### config.mk
export PLATFORM = sky130hd
export DESIGN_NAME = tllc_top
export DESIGN_NICKNAME = d
export VERILOG_FILES = /design/src/tllc_chan_link.v /design/src/tllc_top.v
export VERILOG_INCLUDE_DIRS = /design/src
export SDC_FILE = /design/constraint.sdc
export NUM_CORES = 1
export LEC_CHECK = 0
export BUFFER_PORTS_ARGS = -buffer_cell sky130_fd_sc_hd__buf_2
export CAP_MARGIN = 20
export CORE_MARGIN = 3
export CORE_UTILIZATION = 52
export CTS_BUF_LIST = sky130_fd_sc_hd__clkbuf_16
export DETAILED_ROUTE_END_ITERATION = 12
export PLACE_DENSITY = 0.77
export RECOVER_POWER = 100
export SYNTH_ARGS = -nofsm -noshare
export SYNTH_HDL_FRONTEND = slang
export SYNTH_SLANG_ARGS = --single-unit
### constraint.sdc
create_clock -name ref_clk -period 3.05 [get_ports ref_clk]
set_input_delay 0.305 -clock ref_clk [delete_from_list [all_inputs] [get_ports ref_clk]]
set_output_delay 0.305 -clock ref_clk [all_outputs]
set_load 0.02 [all_outputs]
### src/tllc_defines.vh
// Constants for the touch-to-lamp link control block
//
// Notes on behaviour
// - Transition 0: linking untouched sensor with host bit set changes lamp.
// - Transition and inverted 1: linking keeps lamp; later touch changes it.
// - Transition 1, inverted 0: linking keeps lamp; later touches ignored.
// - Transition bits: channels 1-7 in bits 0-6 of A; 9, 10 in B.
// - Mirror bit 0: duty relative to 0%; bit 1: relative to 100%.
// - Polarity change copies into mirror bit unless mirror sync blocked.
// - Mirror bits: lamps 1-8 in register A bits 0-7; 9-11 in B.
// - Linked channel drives lamp from touch and release of its own sensor.
// - Channel set as general-purpose input ignores its link bit.
// - Group link bit 7: up slide, tap or hold actuates lamp 10.
// - Group link bit: down slide, tap or hold actuates lamp 9.
// - Lamps 9 and 10 never active together; actuating one drops the other.
// - Link bit 0: touch does not actuate; host bits alone control lamp.
// - Link bit 1: touch actuates lamp and lamp output is enabled.
// - Link bits for sensors 1-7 sit in bits 0-6, sensor n to lamp n.
// - Transition settings act only while linked, with the inverted bit.
// - Touch on a linked sensor acts like host request bit set.
// - Linking lamp 10 to the group also links lamp 9.
`ifndef TLLC_DEFINES_VH
`define TLLC_DEFINES_VH

// ****************************************
// Register offsets
// ****************************************
`define TLLC_ADDR_TRANS_A 8'h77
`define TLLC_ADDR_TRANS_B 8'h78
`define TLLC_ADDR_MIRROR_A 8'h79
`define TLLC_ADDR_MIRROR_B 8'h7a
`define TLLC_ADDR_LINKING 8'h80

// ****************************************
// Reset values
// ****************************************
`define TLLC_RST_TRANS_A 7'h00
`define TLLC_RST_TRANS_B 2'h0
`define TLLC_RST_MIRROR_A 8'h00
`define TLLC_RST_MIRROR_B 3'h0
`define TLLC_RST_LINKING 8'h00

// ****************************************
// Field positions
// ****************************************
`define TLLC_TRANS_A_W 7
`define TLLC_TRANS_B_W 2
`define TLLC_MIRROR_B_W 3
`define TLLC_GROUP_LINK_BIT 7
`define TLLC_LAMP9 8
`define TLLC_LAMP10 9
`define TLLC_LAMP_COUNT 11
`define TLLC_GPIO_COUNT 8
`define TLLC_SENSOR_COUNT 7

`endif

### src/tllc_chan_link.v
// One linkable lamp channel: link edge handling and actuate selection
`timescale 1ns/10ps
module tllc_chan_link (
  ref_clk,
  rst,
  linkReq,
  transitionSel,
  invertedTransitionEnable,
  sensorTouched,
  hostLampRequest,
  lampActuate,
  holdActive
);
  input wire ref_clk;
  input wire rst;
  input wire linkReq;
  input wire transitionSel;
  input wire invertedTransitionEnable;
  input wire sensorTouched;
  input wire hostLampRequest;
  output wire lampActuate;
  output wire holdActive;

  reg linkDly_ff;
  reg hold_ff;
  reg nxt_hold;
  wire linkRise;
  wire heldValue;

  // ****************************************
  // Transition hold
  // ****************************************
  assign linkRise = linkReq & ~linkDly_ff;

  // Hold is only entered at the link edge and lasts while linked
  always @* begin
    nxt_hold = hold_ff;
    if (!linkReq) begin
      nxt_hold = 1'b0;
    end else if (linkRise && hostLampRequest && !sensorTouched &&
                 transitionSel) begin
      nxt_hold = 1'b1;
    end
  end

  always @(posedge ref_clk or posedge rst) begin
    if (rst) begin
      linkDly_ff <= 1'b0;
      hold_ff <= 1'b0;
    end else begin
      linkDly_ff <= linkReq;
      hold_ff <= nxt_hold;
    end
  end

  // ****************************************
  // Actuate selection
  // ****************************************
  // Inverted hold flips on touch; plain hold ignores touches
  assign heldValue = invertedTransitionEnable ? ~sensorTouched :
                     1'b1;
  // Without hold a linked lamp follows the touch, so it drops at link
  assign lampActuate = linkReq ? (nxt_hold ? heldValue : sensorTouched) :
                       hostLampRequest;
  assign holdActive = hold_ff;
endmodule

### src/tllc_top.v
// Touch-to-lamp link control: registers, channel links, group, mirror
`timescale 1ns/10ps
`include "tllc_defines.vh"
module tllc_top (
  ref_clk,
  rst,
  regAddr,
  regWrData,
  regWrEn,
  regRdEn,
  regRdData,
  touchSensor,
  groupUpEvent,
  groupDownEvent,
  groupReleaseEvent,
  hostLampRequest,
  hostLampEnable,
  lampPolarity,
  gpioInputMode,
  invertedTransitionEnable,
  blockPolarityMirrorSync,
  lampActuate,
  lampEnable,
  dutyMirror,
  transitionHold
);
  // ****************************************
  // Ports
  // ****************************************
  input wire ref_clk;
  input wire rst;
  input wire [7:0] regAddr;
  input wire [7:0] regWrData;
  input wire regWrEn;
  input wire regRdEn;
  output wire [7:0] regRdData;
  input wire [6:0] touchSensor;
  input wire groupUpEvent;
  input wire groupDownEvent;
  input wire groupReleaseEvent;
  input wire [10:0] hostLampRequest;
  input wire [10:0] hostLampEnable;
  input wire [10:0] lampPolarity;
  input wire [7:0] gpioInputMode;
  input wire invertedTransitionEnable;
  input wire blockPolarityMirrorSync;
  output wire [10:0] lampActuate;
  output wire [10:0] lampEnable;
  output wire [10:0] dutyMirror;
  output wire [8:0] transitionHold;

  // ****************************************
  // Register storage
  // ****************************************
  reg [6:0] transA_ff;
  reg [1:0] transB_ff;
  reg [7:0] mirrorA_ff;
  reg [2:0] mirrorB_ff;
  reg [7:0] linking_ff;
  reg [7:0] rdData_ff;
  reg [7:0] nxt_rdData;
  reg [7:0] nxt_mirrorA;
  reg [2:0] nxt_mirrorB;

  // ****************************************
  // Group state and output registers
  // ****************************************
  reg upActive_ff;
  reg downActive_ff;
  reg nxt_upActive;
  reg nxt_downActive;
  reg [10:0] polDly_ff;
  reg [10:0] actuate_ff;
  reg [10:0] enable_ff;

  wire [10:0] polChanged;
  wire [10:0] mirrorLoad;
  wire [10:0] gpioWide;
  wire [10:0] effLink;
  wire [10:0] chanActuate;
  wire [8:0] chanLink;
  wire [8:0] chanTrans;
  wire [8:0] chanTouch;
  wire [8:0] chanHost;
  wire [8:0] chanOut;
  wire groupLink;
  wire wrTransA;
  wire wrTransB;
  wire wrMirrorA;
  wire wrMirrorB;
  wire wrLinking;
  wire pairClash;
  wire lamp9Out;
  wire lamp10Out;

  // ****************************************
  // Write decode
  // ****************************************
  assign wrTransA = regWrEn && (regAddr == `TLLC_ADDR_TRANS_A);
  assign wrTransB = regWrEn && (regAddr == `TLLC_ADDR_TRANS_B);
  assign wrMirrorA = regWrEn && (regAddr == `TLLC_ADDR_MIRROR_A);
  assign wrMirrorB = regWrEn && (regAddr == `TLLC_ADDR_MIRROR_B);
  assign wrLinking = regWrEn && (regAddr == `TLLC_ADDR_LINKING);

  // Unused bit positions are never stored
  always @(posedge ref_clk or posedge rst) begin
    if (rst) begin
      transA_ff <= `TLLC_RST_TRANS_A;
    end else if (wrTransA) begin
      transA_ff <= regWrData[6:0];
    end
  end

  always @(posedge ref_clk or posedge rst) begin
    if (rst) begin
      transB_ff <= `TLLC_RST_TRANS_B;
    end else if (wrTransB) begin
      transB_ff <= regWrData[1:0];
    end
  end

  // ****************************************
  // Linking register
  // ****************************************
  // Bit 7 is the group link, bits 0-6 pair sensor n with lamp n
  always @(posedge ref_clk or posedge rst) begin
    if (rst) begin
      linking_ff <= `TLLC_RST_LINKING;
    end else if (wrLinking) begin
      linking_ff <= regWrData;
    end
  end

  // ****************************************
  // Duty mirror bits
  // ****************************************
  // A polarity edge rewrites the mirror bit. It wins over a software
  // write in the same cycle so the two never disagree after a change.
  assign polChanged = lampPolarity ^ polDly_ff;
  assign mirrorLoad = blockPolarityMirrorSync ? 11'h000 : polChanged;

  always @* begin
    nxt_mirrorA = mirrorA_ff;
    nxt_mirrorB = mirrorB_ff;
    if (wrMirrorA) begin
      nxt_mirrorA = regWrData;
    end
    if (wrMirrorB) begin
      nxt_mirrorB = regWrData[2:0];
    end
    nxt_mirrorA = (nxt_mirrorA & ~mirrorLoad[7:0]) |
                  (lampPolarity[7:0] & mirrorLoad[7:0]);
    nxt_mirrorB = (nxt_mirrorB & ~mirrorLoad[10:8]) |
                  (lampPolarity[10:8] & mirrorLoad[10:8]);
  end

  always @(posedge ref_clk or posedge rst) begin
    if (rst) begin
      mirrorA_ff <= `TLLC_RST_MIRROR_A;
      mirrorB_ff <= `TLLC_RST_MIRROR_B;
    end else begin
      mirrorA_ff <= nxt_mirrorA;
      mirrorB_ff <= nxt_mirrorB;
    end
  end

  // ****************************************
  // Polarity history
  // ****************************************
  // Clears to the reset polarity, so a bit already high at release
  // counts as a change one edge later
  always @(posedge ref_clk or posedge rst) begin
    if (rst) begin
      polDly_ff <= 11'h000;
    end else begin
      polDly_ff <= lampPolarity;
    end
  end

  // ****************************************
  // Duty mirror output
  // ****************************************
  // The duty engine reads these to bias duty to 0% or 100%
  assign dutyMirror = {mirrorB_ff, mirrorA_ff};

  // ****************************************
  // Read path
  // ****************************************
  always @* begin
    nxt_rdData = rdData_ff;
    if (regRdEn) begin
      case (regAddr)
        `TLLC_ADDR_TRANS_A: begin
          nxt_rdData = {1'b0, transA_ff};
        end
        `TLLC_ADDR_TRANS_B: begin
          nxt_rdData = {6'h00, transB_ff};
        end
        `TLLC_ADDR_MIRROR_A: begin
          nxt_rdData = mirrorA_ff;
        end
        `TLLC_ADDR_MIRROR_B: begin
          nxt_rdData = {5'h00, mirrorB_ff};
        end
        `TLLC_ADDR_LINKING: begin
          nxt_rdData = linking_ff;
        end
        default: begin
          nxt_rdData = 8'h00;
        end
      endcase
    end
  end

  // ****************************************
  // Read data register
  // ****************************************
  // Holds the last read so a slow host can still take it later
  always @(posedge ref_clk or posedge rst) begin
    if (rst) begin
      rdData_ff <= 8'h00;
    end else begin
      rdData_ff <= nxt_rdData;
    end
  end

  assign regRdData = rdData_ff;

  // ****************************************
  // Link qualification
  // ****************************************
  // Lamps 9 to 11 have no input mode, so only the first eight gate
  assign gpioWide = {3'h0, gpioInputMode};
  assign groupLink = linking_ff[`TLLC_GROUP_LINK_BIT];
  // One bit links both group lamps, so lamp 9 follows lamp 10
  assign effLink = {1'b0, groupLink, groupLink, 1'b0, linking_ff[6:0]} &
                   ~gpioWide;

  // ****************************************
  // Group up and down
  // ****************************************
  // Up wins if both directions arrive together; a release with no
  // direction in the same cycle, or an unlink, drops both lamps.
  always @* begin
    nxt_upActive = upActive_ff;
    nxt_downActive = downActive_ff;
    if (!groupLink || groupReleaseEvent) begin
      nxt_upActive = 1'b0;
      nxt_downActive = 1'b0;
    end
    if (groupLink && groupUpEvent) begin
      nxt_upActive = 1'b1;
      nxt_downActive = 1'b0;
    end else if (groupLink && groupDownEvent) begin
      nxt_downActive = 1'b1;
      nxt_upActive = 1'b0;
    end
  end

  // ****************************************
  // Group state registers
  // ****************************************
  always @(posedge ref_clk or posedge rst) begin
    if (rst) begin
      upActive_ff <= 1'b0;
    end else begin
      upActive_ff <= nxt_upActive;
    end
  end

  always @(posedge ref_clk or posedge rst) begin
    if (rst) begin
      downActive_ff <= 1'b0;
    end else begin
      downActive_ff <= nxt_downActive;
    end
  end

  // ****************************************
  // Channel links
  // ****************************************
  // Slots 0-6 are lamps 1-7, slot 7 is lamp 9, slot 8 is lamp 10
  assign chanLink = {effLink[`TLLC_LAMP10], effLink[`TLLC_LAMP9],
                     effLink[6:0]};
  assign chanTrans = {transB_ff, transA_ff};
  assign chanTouch = {upActive_ff, downActive_ff, touchSensor};
  assign chanHost = {hostLampRequest[`TLLC_LAMP10],
                     hostLampRequest[`TLLC_LAMP9], hostLampRequest[6:0]};

  // ****************************************
  // Channel instances
  // ****************************************
  genvar gi;
  generate
    for (gi = 0; gi < 9; gi = gi + 1) begin : gChan
      tllc_chan_link uChan (
        .ref_clk(ref_clk),
        .rst(rst),
        .linkReq(chanLink[gi]),
        .transitionSel(chanTrans[gi]),
        .invertedTransitionEnable(invertedTransitionEnable),
        .sensorTouched(chanTouch[gi]),
        .hostLampRequest(chanHost[gi]),
        .lampActuate(chanOut[gi]),
        .holdActive(transitionHold[gi])
      );
    end
  endgenerate

  // ****************************************
  // Group pair exclusion
  // ****************************************
  // A held lamp can stay on while its partner is actuated. The
  // direction seen last decides, lamp 10 when neither is seen.
  assign pairClash = chanOut[7] & chanOut[8];
  assign lamp10Out = chanOut[8] & ~(pairClash & downActive_ff);
  assign lamp9Out = chanOut[7] & ~lamp10Out;

  // Lamps 8 and 11 cannot be linked and always follow the host
  assign chanActuate = {hostLampRequest[10], lamp10Out, lamp9Out,
                        hostLampRequest[7], chanOut[6:0]};

  // ****************************************
  // Output registers
  // ****************************************
  // One cycle of latency buys glitch-free requests to the duty engine
  always @(posedge ref_clk or posedge rst) begin
    if (rst) begin
      actuate_ff <= 11'h000;
    end else begin
      actuate_ff <= chanActuate;
    end
  end

  // A link turns the output on even when the host leaves it off
  always @(posedge ref_clk or posedge rst) begin
    if (rst) begin
      enable_ff <= 11'h000;
    end else begin
      enable_ff <= hostLampEnable | effLink;
    end
  end

  // ****************************************
  // Register outputs
  // ****************************************
  assign lampActuate = actuate_ff;
  assign lampEnable = enable_ff;
endmodule

### Word-level counts from Yosys, hierarchy flattened

Cells that the tools add are included.

| word-level totals | value |
|---|---|
| word-level logic and storage cells | 179 |
| memories kept | 0 |
| register bits | 89 |
| memory bits (writable) | 0 |
| output and inout bits | 50 |
| bits in read-only memories | 0 |
| bits in latches | 0 |
| input port bits | 73 |

| cells by class | value |
|---|---|
| order comparisons | 0 |
| reductions and logical operators | 46 |
| shifts and indexed selects | 0 |
| multipliers | 0 |
| divide/modulo/power cells | 0 |
| bitwise operators | 45 |
| add/sub/neg operators | 0 |
| muxes and demuxes | 54 |
| eq/ne operators | 5 |

Operators with widths:

| kind | number |
|---|---|
| 1-bit two-way mux | 50 |
| 8-bit case mux with 5 select lines | 1 |
| 1-bit logical AND | 34 |
| 8-bit by 7-bit == test with 1-bit output (second input constant) | 4 |
| 1-bit NOT | 20 |
| 8-bit bitwise AND | 2 |
| 1-bit bitwise AND | 13 |
| 10-bit by 11-bit bitwise AND with 11-bit output | 1 |
| 11-bit two-way mux | 1 |
| 8-bit NOT with 11-bit output | 1 |
| 11-bit OR | 1 |
| 11-bit bitwise XOR | 1 |
| 1-bit logical NOT | 10 |
| 8-bit == test (second input constant) | 1 |
| 8-bit two-way mux | 1 |
| 8-bit NOT | 1 |
| 8-bit OR | 1 |
| 3-bit bitwise AND | 2 |
| 3-bit two-way mux | 1 |
| 3-bit NOT | 1 |
| 3-bit OR | 1 |
| 3-bit nonzero test | 1 |
| 1-bit logical OR | 1 |

### Depth between registers and ports, before layout

| depth | value |
|---|---|
| depth after elaboration | 16 |
| mapped depth | 7 |
| depth with buffers taken out | 4 |

### Cells and area by module

Synthesis repeated with hierarchy kept, for this count alone.

| unflattened totals | value |
|---|---|
| cells, all modules | 332 |
| area, all modules | 4017.6 um^2 |

Modules (own cells, without submodules):

| module | area an instance (um^2) | seq. area each (um^2) | instances | cells an instance |
|---|---|---|---|---|
| tllc_top | 3094.2 | 1776.7 | 1 | 251 |
| tllc_chan_link | 102.6 | 50.0 | 9 | 9 |

### Least setup slack after synthesis

OpenSTA, ideal clock, no wires.

| timing path | value |
|---|---|
| kind | input port to flip-flop |
| start | input regAddr[7] |
| end | register with a tool-made name |
| setup time | 0.126 ns |
| data required time | 2.924 ns |
| setup slack | 1.510 ns |
| stages | 6 |
| data arrival time | 1.413 ns |
| path buffers | 2 |
| cell sequence | and4b_1 -> buf_6 -> and3_1 -> buf_2 -> mux2_2 -> o32a_1 |

RTL lines:

| element | line | RTL |
|---|---|---|
| from (decl) | tllc_top.v:32 | `input wire [7:0] regAddr;` |

### Worst setup path after layout

| timing path | value |
|---|---|
| start | input regAddr[0] |
| end | register linking_ff[0] |

| on the way | value |
|---|---|
| cells in the longest elaborated chain, start to end | 2 |

RTL lines:

| element | line | RTL |
|---|---|---|
| 8-bit == test | -- |  |
| 1-bit logical AND | tllc_top.v:103 | `` assign wrLinking = regWrEn && (regAddr == `TLLC_ADDR_LINKING); `` |
| to (signal assigned) | tllc_top.v:128 | `` linking_ff <= `TLLC_RST_LINKING; `` |
| to (signal assigned) | tllc_top.v:130 | `linking_ff <= regWrData;` |
| to (decl) | tllc_top.v:59 | `reg [7:0] linking_ff;` |

Every way passes these cells.
A chain may end at the register's enable or synchronous reset.

==> out/results.ini <==
[routing]
wl_per_cell_um=15.8
dr_total_vias=3140
vias_per_cell=5.42
dr.pass1.iters=5
ant_nets=0
route.detailed.drc=0
drt_wl_total_um=9160
drt_first_iter_violations=162

[yosys]
synthArstFlopShare_pct=100
yosys_warnings=0
yosysTopAreaCellShare_pct=52.9
synth.avg_cell_area_sq_um=11.4
yosys.area.top_type=dfrtp_1
synth.distinct_cells=41
synthCells=364
yosysSeqAreaShare_pct=52.9
syn_area_sq_mm=0.00416
syn_nets=437
synth_ff_type=dfrtp_1
synth_edf_count=0
ys_ff_latch=88
synthTopCellsByArea=dfrtp_1 (53%), mux2i_1 (4.3%), nor2b_1 (4.1%)

[floorplanning]
die_area_sq_mm=0.00912
io_pins=123
dieHeight_um=95.5
initial_core_util_pct=53.6
core_area_sq_mm=0.00777
core.rowCount=32
die_w_um=95.5

[power]
vdd_drop_max_mv=0.289
combPwrFrac_pct=13.7
clkPwrFrac_pct=36.7
internal-power_uw=1910
seqPwrFrac_pct=49.6
power_density_mw_per_mm2=539
switching_share_pct=26.9
p_leak_uw=0.00227
power.switching_uw=704

[place]
dp.cells=564
io_buffers=121
dpl.hpwl_um=6620
gp_congestion=0.784
dp_slack_ps=1130

[global_route]
grt_max_degree=89
grt_pass1_vias=3081
track_usage_pct=20.9
antenna_found_initial=0
grt_pass1_wl_um=14600
grt_overflow=0

[final_layout]
fin_util_pct=62.5
final_cell_mix=dfrtp_1 (88), buf_2 (61), clkbuf_1 (60)
n_antenna_cell=0
final_common_cell=dfrtp_1
finalNonFillerCells=579
final-seq-area_sq_mm=0.00220
nets=546
num-fill-cells=699
multi_input_area_sq_mm=0.00169
area_delta_synth_final_pct=16.6
drive_gt1_share_pct=22.0

[worst_setup_path]
worstPathArrival_ps=2030
critPathKind=in2reg
cp-start-kind=primary input
critPathRequiredTime_ps=3260
crit_path_end_kind=flip-flop
path_max_fanout=9

[sta]
final.setup_skew_ps=4.01
slew_headroom_pct=47.2
period_share_pct=59.6
worst_slack_ps=1230
whs_ps=76.3
worst_slew_pin_slew_ps=792
hold_viol_final=0
tns_ps=0
min_period_ps=1820
setup_viol_count_final=0
rsz0062_at_grt=false
fmaxAchievable_ghz=0.551
maxSlewViolCount=0

[clock_network]
tritoncts=done
cts_setup_buffers=0
cts_hold_buf=0
ctsResizeCount=0
cts_buffer_depth=2
insertion_delay_ps=330
cts-root-buf=clkbuf_16
clock-sinks=88
cts_inserted_buffers=9
htree_levels=3
clk_pin_slew_ps=60

[job]
cap_violations=0

[worst_hold_path]
hold_path_class=in2reg

[outcome]
status=finished, final reports clean

## synth_stat cells (9+ instances only)
library cell  instances
dfrtp_1              88
or2_2                16
mux2i_1              18
nor2b_1              27
o2bb2ai_1             9
a21oi_1              25
buf_4                10
nand3_1              10
mux2_2               12
nor2_1               35
o21ai_0               9
## kinds of logic (layout without fill, tap and decap cells)
| group | Yosys count | after routing | synth area share, % |
|---|---|---|---|
| simple gates | 130 | 130 | 18.7 |
| compound gates | 77 | 77 | 13.0 |
| mux | 38 | 38 | 10.5 |
| buf+inv | 31 | 144 | 4.99 |
| flops | 88 | 88 | 52.9 |
## per-layer routing
metal / track usage [%] / vias to the layer above / share of wire, %
met4: 6.75 / 0 / 1.4
met5: 0 / - / 0
met1: 27.4 / 1531 / 46
li1: - / 1522 / -
met3: 4.42 / 13 / 4.7
met2: 34.8 / 74 / 48
## cell type report
type                    count  area share, %
clock inverters             6          0.567
inverters                   7          0.567
repair buffers            122           11.3
clock buffers               9           4.64
multi-input cells         245           34.9
well taps                 102           2.63
flip-flops and latches     88           45.4
## per-stage QoR
stage          total power, uW  area (sq um)
2_1_floorplan             1540          4160
3_3_place_gp              1690          4740
3_5_place_dp              1700          4740
4_1_cts                   2650          4990
5_1_grt                   2730          4850
6_report                  2620          4850
## power by group through the flow
stage	sequential [uW]	clock, uW	combinational (uW)
finish	1300	960	359
global route	1310	1020	398
CTS	1300	972	385
detailed placement	1320	0	383
global placement	1320	0	370
floorplan	1360	0	179
## worst paths after layout
kind	from	end	slack, ps	cells past startpoint
setup / recovery	regAddr[0]	linking_ff[0]	1230	5
hold / removal	hostLampRequest[10]	lampActuate[10]	80	1
setup reg to reg	linking_ff[7]	lampActuate[8]	1600	4
hold reg to reg	regRdData[0]	regRdData[0]	500	2
max in group asynchronous	rst	regRdData[0]	2590	3
min in group asynchronous	rst	lampActuate[3]	130	3
## worst max-delay path: stages
cell	delay [ps]
buf_2	150
nor4_2	280
and4b_1	460
nand2_1	380
mux2_1	450
Note: power is estimated with default switching activity, not from simulation.
